==> src/verilog/input_select_defines.vh <==
`ifndef INPUT_SELECT_DEFINES_VH
`define INPUT_SELECT_DEFINES_VH

// register word offsets (byte addresses)
`define OFS_INPUT_SELECT 8'h7C
`define OFS_CONTROL 8'h80
`define OFS_STATUS 8'h84
`define OFS_RESULT 8'h88

// converter_input_select fields
`define SEL_REF_HI 7
`define SEL_REF_LO 6
`define SEL_ALIGN 5
`define SEL_CHAN_HI 4
`define SEL_CHAN_LO 0
`define SEL_RESET 8'h00

// control register fields
`define CTL_ENABLE 0
`define CTL_START 1
`define CTL_CHAN_HIGH 2
`define CTL_RESET 3'h0

// reference select codes
`define REF_PIN 2'h0
`define REF_SUPPLY 2'h1
`define REF_INT_1V5 2'h2
`define REF_INT_1V6 2'h3

// special channel codes {high, low}
`define CH_TEMP 6'h29
`define CH_OFFSET 6'h08
`define CH_RET_DROP 6'h34
`define CH_RET_SHIFT 6'h3D

// gain codes
`define GAIN_1 2'h0
`define GAIN_10 2'h1
`define GAIN_200 2'h2
`define GAIN_HALF 2'h3

// conversion length in clocks
`define CONV_CYCLES 8'h0D

`endif

==> src/verilog/adc_input_reference_select.v <==
`timescale 1ns/1ps
`include "input_select_defines.vh"
module adc_input_reference_select (
  input wire clk, // system clock
  input wire rst, // synchronous reset
  input wire [7:0] avs_address, // byte address
  input wire avs_read, // read request
  input wire avs_write, // write request
  input wire [31:0] avs_writedata, // write data
  input wire [3:0] avs_byteenable, // byte lanes
  output reg [31:0] avs_readdata, // read data
  output reg avs_waitrequest, // stall
  output reg avs_response_err_r, // unmapped read flag
  input wire [9:0] conv_raw, // raw code from converter
  input wire sram2_retention, // SRAM2 in retention, from pin
  input wire [7:0] sram2_rdata, // SRAM2 read data
  output reg [7:0] sram2_rdata_out_r, // gated SRAM2 read data
  output reg [5:0] active_channel_r, // channel applied to analog
  output reg [1:0] active_reference_r, // reference applied
  output reg internal_ref_on_r, // internal reference powered
  output reg [1:0] pga_gain_r, // amplifier gain code
  output reg diff_mode_r, // differential coding
  output reg conv_busy_r, // conversion in progress
  output reg [15:0] result_r // aligned result
);
  localparam ST_IDLE = 3'b001;
  localparam ST_CONV = 3'b010;
  localparam ST_DONE = 3'b100;

  reg [7:0] sel_r;
  reg chan_high_buf_r;
  reg chan_high_r;
  reg enable_r;
  reg ref_locked_r;
  reg done_r;
  reg [2:0] state_r;
  reg [2:0] state_nxt;
  reg [7:0] cnt_r;
  reg [5:0] pending_chan_r;
  reg [9:0] raw_r;
  reg ret_s1_r;
  reg ret_s2_r;
  reg ack_r;
  wire [15:0] shaped;
  wire hit_sel;
  wire hit_ctl;
  wire hit_sts;
  wire hit_res;
  wire start_req;

  // gain per channel code
  function [1:0] chan_gain;
    input [5:0] ch;
    begin
      if (ch == `CH_RET_DROP || ch == `CH_RET_SHIFT) begin
        chan_gain = `GAIN_HALF;
      end else if (ch == `CH_TEMP) begin
        chan_gain = `GAIN_10;
      end else if (ch[5:3] == 3'h1) begin
        chan_gain = ch[1] ? `GAIN_200 : `GAIN_10;
      end else begin
        chan_gain = `GAIN_1;
      end
    end
  endfunction

  // differential channel test
  function chan_diff;
    input [5:0] ch;
    begin
      chan_diff = (ch == `CH_TEMP) || (ch == `CH_RET_DROP) || (ch == `CH_RET_SHIFT) ||
        (ch[5:3] == 3'h1) || (ch[5:3] == 3'h2) || (ch[5:2] == 4'h6) ||
        (ch[5:1] == 5'h0E);
    end
  endfunction

  // channels whose code cannot be negative
  function chan_nonneg;
    input [5:0] ch;
    begin
      chan_nonneg = (ch == `CH_TEMP) || (ch == `CH_RET_DROP) || (ch == `CH_RET_SHIFT);
    end
  endfunction

  assign hit_sel = (avs_address == `OFS_INPUT_SELECT);
  assign hit_ctl = (avs_address == `OFS_CONTROL);
  assign hit_sts = (avs_address == `OFS_STATUS);
  assign hit_res = (avs_address == `OFS_RESULT);
  assign start_req = avs_write && !ack_r && hit_ctl && avs_byteenable[0] &&
    avs_writedata[`CTL_START] && enable_r;

  // pin input synchroniser
  always @(posedge clk) begin
    if (rst) begin
      ret_s1_r <= 1'b0;
      ret_s2_r <= 1'b0;
    end else begin
      ret_s1_r <= sram2_retention;
      ret_s2_r <= ret_s1_r;
    end
  end

  // one wait state, then ack
  always @(posedge clk) begin
    if (rst) begin
      ack_r <= 1'b0;
    end else begin
      ack_r <= (avs_read || avs_write) && !ack_r;
    end
  end

  always @(posedge clk) begin
    if (rst) begin
      avs_waitrequest <= 1'b1;
    end else begin
      avs_waitrequest <= !((avs_read || avs_write) && !ack_r);
    end
  end

  // register writes
  always @(posedge clk) begin
    if (rst) begin
      sel_r <= `SEL_RESET;
      chan_high_buf_r <= 1'b0;
      chan_high_r <= 1'b0;
      enable_r <= 1'b0;
    end else if (avs_write && !ack_r && avs_byteenable[0]) begin
      if (hit_sel) begin
        sel_r <= avs_writedata[7:0];
        chan_high_r <= chan_high_buf_r;
      end
      if (hit_ctl) begin
        enable_r <= avs_writedata[`CTL_ENABLE];
        chan_high_buf_r <= avs_writedata[`CTL_CHAN_HIGH];
      end
    end
  end

  always @(posedge clk) begin
    if (rst) begin
      ref_locked_r <= 1'b0;
      active_reference_r <= `REF_PIN;
      internal_ref_on_r <= 1'b0;
    end else begin
      if (!enable_r) begin
        ref_locked_r <= 1'b0;
      end else if (start_req) begin
        ref_locked_r <= 1'b1;
      end
      if (!ref_locked_r) begin
        active_reference_r <= sel_r[`SEL_REF_HI:`SEL_REF_LO];
        internal_ref_on_r <= enable_r && sel_r[`SEL_REF_HI];
      end
    end
  end

  always @* begin
    state_nxt = state_r;
    case (state_r)
      ST_IDLE: begin
        if (start_req) begin
          state_nxt = ST_CONV;
        end
      end
      ST_CONV: begin
        if (!enable_r) begin
          state_nxt = ST_IDLE;
        end else if (cnt_r == 8'h01) begin
          state_nxt = ST_DONE;
        end
      end
      ST_DONE: state_nxt = ST_IDLE;
      default: state_nxt = ST_IDLE;
    endcase
  end

  always @(posedge clk) begin
    if (rst) begin
      state_r <= ST_IDLE;
      cnt_r <= 8'h00;
      conv_busy_r <= 1'b0;
      raw_r <= 10'h000;
      active_channel_r <= 6'h00;
      pending_chan_r <= 6'h00;
    end else begin
      state_r <= state_nxt;
      conv_busy_r <= (state_nxt == ST_CONV);
      pending_chan_r <= {chan_high_r, sel_r[`SEL_CHAN_HI:`SEL_CHAN_LO]};
      if (state_r == ST_IDLE && start_req) begin
        cnt_r <= `CONV_CYCLES;
      end else if (cnt_r != 8'h00) begin
        cnt_r <= cnt_r - 8'h01;
      end
      if (state_r == ST_DONE) begin
        raw_r <= conv_raw;
      end
      if (state_r != ST_CONV) begin
        active_channel_r <= pending_chan_r;
      end
    end
  end

  always @(posedge clk) begin
    if (rst) begin
      done_r <= 1'b0;
    end else if (state_r == ST_DONE) begin
      done_r <= 1'b1;
    end else if (avs_write && !ack_r && hit_sts && avs_byteenable[0] && avs_writedata[0]) begin
      done_r <= 1'b0;
    end
  end

  always @(posedge clk) begin
    if (rst) begin
      pga_gain_r <= `GAIN_1;
      diff_mode_r <= 1'b0;
    end else begin
      pga_gain_r <= chan_gain(active_channel_r);
      diff_mode_r <= chan_diff(active_channel_r);
    end
  end

  always @(posedge clk) begin
    if (rst) begin
      sram2_rdata_out_r <= 8'h00;
    end else if (ret_s2_r) begin
      sram2_rdata_out_r <= 8'h00;
    end else begin
      sram2_rdata_out_r <= sram2_rdata;
    end
  end

  result_shaper u_shaper (
    .clk(clk),
    .rst(rst),
    .raw(raw_r),
    .diff(diff_mode_r),
    .nonneg(chan_nonneg(active_channel_r)),
    .left_align(sel_r[`SEL_ALIGN]),
    .shaped_r(shaped)
  );

  always @(posedge clk) begin
    if (rst) begin
      result_r <= 16'h0000;
    end else begin
      result_r <= shaped;
    end
  end

  // read mux
  always @(posedge clk) begin
    if (rst) begin
      avs_readdata <= 32'h00000000;
      avs_response_err_r <= 1'b0;
    end else if (avs_read && !ack_r) begin
      avs_response_err_r <= !(hit_sel || hit_ctl || hit_sts || hit_res);
      if (hit_sel) begin
        avs_readdata <= {24'h000000, sel_r};
      end else if (hit_ctl) begin
        avs_readdata <= {29'h0000000, chan_high_buf_r, 1'b0, enable_r};
      end else if (hit_sts) begin
        avs_readdata <= {26'h000000, chan_high_r, ret_s2_r, ref_locked_r, conv_busy_r, 1'b0,
          done_r};
      end else if (hit_res) begin
        avs_readdata <= {16'h0000, shaped};
      end else begin
        avs_readdata <= 32'h00000000;
      end
    end
  end
endmodule // adc_input_reference_select

==> src/verilog/result_shaper.v <==
`timescale 1ns/1ps
module result_shaper (
  input wire clk, // system clock
  input wire rst, // synchronous reset
  input wire [9:0] raw, // raw converter code
  input wire diff, // differential coding in use
  input wire nonneg, // channel yields non-negative codes
  input wire left_align, // live alignment control
  output reg [15:0] shaped_r // aligned result
);
  reg [9:0] code;

  always @* begin
    code = raw;
    if (diff && nonneg && raw[9]) begin
      code = 10'h000;
    end
  end

  always @(posedge clk) begin
    if (rst) begin
      shaped_r <= 16'h0000;
    end else if (left_align) begin
      shaped_r <= {code, 6'h00};
    end else begin
      shaped_r <= {6'h00, code};
    end
  end
endmodule // result_shaper

==> config.mk <==
export PLATFORM = sky130hd
export DESIGN_NAME = adc_input_reference_select
export DESIGN_NICKNAME = d
export VERILOG_FILES = /design/src/verilog/adc_input_reference_select.v /design/src/verilog/result_shaper.v
export VERILOG_INCLUDE_DIRS = /design/src /design/src/verilog
export SDC_FILE = /design/constraint.sdc
export NUM_CORES = 1
export LEC_CHECK = 0
export CAP_MARGIN = 20
export CORE_MARGIN = 4
export CORE_UTILIZATION = 55
export DETAILED_ROUTE_END_ITERATION = 12
export DONT_BUFFER_PORTS = 1
export PLACE_DENSITY = 0.77
export SLEW_MARGIN = 20
export SYNTH_ARGS = -nofsm -noshare
export SYNTH_HDL_FRONTEND = slang
export SYNTH_SLANG_ARGS = --single-unit
==> constraint.sdc <==
create_clock -name clk -period 2.09 [get_ports clk]
set_clock_uncertainty 0.15 [all_clocks]
set_input_delay 0.209 -clock clk [delete_from_list [all_inputs] [get_ports clk]]
set_output_delay 0.209 -clock clk [all_outputs]
set_load 0.01 [all_outputs]
==> results.toml <==
[global_route]
grt_use_met2 = 0.380
grt_first_pass_wirelength_mm = 15.7
track_usage = 0.227
grt.busiest_layer = "met2"
grt_pass1_vias = 3170
use_met1 = 0.259
grt_max_degree = 86
overflow = 0
use_met3 = 0.0829
antenna_found_initial = 0

[detailed_routing]
viasPerCell = 5.60
wl_mm = 9.99
drtIter0Drc = 191
dr.pass1.iters = 7
vias = 3290
ant_nets = 0
drc = 0
wl_per_cell_um = 17.0

[power]
finalPower_mw = 5.97
p_per_area_nw_per_um2 = 1120
power_leakage_nw = 2.06
irDropWorstVdd_uv = 693

[layout]
regArea_um2 = 2290
multi_input_area_um2 = 1730
synthToLayoutAreaGrowth_pct = 27.2
diodes = 0
layout-drive-gt1-share = 0.131
fin_area_um2 = 5320
utilization = 0.725
nNetsFinal = 546
nFillCells = 478

[clocking]
clock_path_buffers = 2
cts_tree = "done"
clock_sinks = 114
clk_latency_ns = 0.51
htreeDepth = 4
numCtsBuffers = 17
cts_root_buffer = "clkbuf_8"
clk_pin_slew_ns = 0.06

[synth]
yosysSeqAreaShare = 0.546
yosysMostFrequentCell = "dfxtp_1"
netlist_area_um2 = 4180
synthTopCellsByArea = "dfxtp_1 (55%), mux2i_1 (5.5%), nor2b_1 (4.9%)"
synth_common_cells = "dfxtp_1 (114), nand2_1 (41), nor2_1 (34)"
synth_top_cell_by_area = "dfxtp_1"
synthCells = 423
ys_async_sr_fraction = 0
synth.avg_cell_area_um2 = 9.89
synth_edf_count = 0
ys.flop_type = "dfxtp_1"
synth.yosys.warnings = 0
synth.top_cell.area_share = 0.546
yosysUniqueCellTypes = 51
synth-seq-cells = 114

[setup_path]
worstReg2RegEnd = "cnt_r[2]"
start_kind = "register"
r2r_slack_ns = 0.002
slowest_delay_ns = 0.55
r2r_cells = 5
worstSetupPathType = "reg -> reg"
cp.arrival_ns = 2.39
crit_fanout = 5
reg2reg_from = "ack_r"
critical_path.startpoint = "ack_r"
worstPathRequired_ns = 2.39
critical_path.endpoint_type = "register"
slowest_stage = "dlygate4sd3_1"
worstPathCellList = "nand3b_1, nor4_4, nand3_2, a21oi_1, dlygate4sd3_1"
critical_path.endpoint = "cnt_r[2]"

[die]
start_util = 0.570
core_um2 = 7330
rows = 31
die_y_um = 95.2
die_w_um = 95.2
dieArea_um2 = 9060
pin_count = 138

[sta]
rsz0062_at_grt = "true"
finalHoldViolations = 0
slew_viol_final = 0
period_needed_ns = 2.09
setup_viol = 0
fmax_mhz = 479
post-route-period-util = 0.999
fin_tns_setup_ns = 0

[placement]
dpl_cell_area_um2 = 4260
dp_hpwl_mm = 6.39
io_buffers = 0
gp_congestion = 0.877

[flow_run]
maxCapViolCount = 0

[status]
status = "completed"

[min_path]
hold_path_class = "in -> reg"
state kept, by name (all words and copies together) (netlist names), 2 cells and up:
name / count
sel_r: 8
active_reference_r: 2
active_channel_r: 6
cnt_r: 8
sram2_rdata_out_r: 8
pending_chan_r: 6
pga_gain_r: 2
result_r: 16
avs_readdata: 16
u_shaper.shaped_r: 16
state_r: 3
raw_r: 10
worst max-delay path: cells and delay by family, from the launching register on:
| kind | cells | cell delay (ns) |
|---|---|---|
| buffers and inverters | 1 | 0.55 |
| AOI/OAI and AO/OA | 1 | 0.16 |
| DFF | 1 | 0.36 |
| and+or+nand+nor | 3 | 0.81 |
per-stage QoR:
step / cells / hold slack [ns] / setup slack (ns)
floorplan: 438 / 0.142 / 0.196
global placement: 513 / 0.134 / 0.0821
detailed placement: 513 / 0.138 / 0.0770
CTS: 584 / 0.0182 / 0.0515
global route: 588 / 0.0657 / -0.0733
finish: 588 / 0.0263 / 0.00154
metal layers:
metal,vias to the layer above,share of wire
met3,28,0.095
met2,171,0.49
li1,1547,-
met4,0,0.025
met5,-,0
met1,1544,0.39
cells by family (layout without fill, tap and decap cells):
family                   count (synthesis)  count (layout)  synth area share
AND/OR/NAND/NOR                        172             172             0.221
flip-flops                             114             114             0.546
AO/OA/AOI/OAI                           59              59            0.0985
buffers and inverters                   45              96            0.0572
multiplexers                            23              23            0.0551
XOR/XNOR                                 6               6            0.0126
adder cells (fa/ha/maj)                  3               3           0.00898
other                                    1              16          0.000897
layout make-up:
class / count / share of cell area
Sequential cell: 114 / 0.430
Multi-Input combinational cell: 279 / 0.326
Timing Repair Buffer: 58 / 0.103
Clock buffer: 17 / 0.0779
Clock inverter: 15 / 0.0358
Tap cell: 99 / 0.0233
Inverter: 6 / 0.00424
repair_timing:
action                                 in CTS  in global routing
hold buffers                               39                  0
resized for setup                           0                  4
buffers inserted                            0                  5
endpoints found under the hold margin     114                  0
setup endpoints to repair                   0                  3
how the worst min path moves through the flow:
stage,to,cells past startpoint,start,slack [ns]
floorplan,result_r[15],1,rst,0.14
global placement,cnt_r[2],1,rst,0.13
detailed placement,cnt_r[0],1,rst,0.14
CTS,state_r[1],4,avs_byteenable[0],0.02
global route,cnt_r[3],4,avs_byteenable[0],0.07
finish,cnt_r[3],4,avs_byteenable[0],0.03
cell usage in the layout, fill, tap and decap left out, types with 3 or more instances in the layout:
| master | n |
|---|---|
| a31oi_1 | 5 |
| bufinv_16 | 3 |
| xor2_1 | 3 |
| a22o_1 | 9 |
| clkbuf_16 | 16 |
| inv_6 | 10 |
| nand3_1 | 7 |
| nor2_1 | 34 |
| and3_1 | 6 |
| buf_4 | 20 |
| nor2b_1 | 33 |
| mux2i_1 | 23 |
| xnor2_1 | 3 |
| conb_1 | 16 |
| nor4_1 | 6 |
| a211oi_1 | 5 |
| ha_1 | 3 |
| nor4_2 | 3 |
| nor3_1 | 11 |
| dlygate4sd3_1 | 37 |
| a222oi_1 | 3 |
| and2_1 | 9 |
| and3b_1 | 6 |
| nand2_1 | 41 |
| a21oi_1 | 20 |
| dfxtp_1 | 113 |
| inv_1 | 6 |
power breakdown:
part           switching (mW)  internal (mW)
combinational           0.334          0.342
sequential              0.104           2.27
clock                    1.07           1.85
total                    1.51           4.46
(Power assumes the default switching activity.)
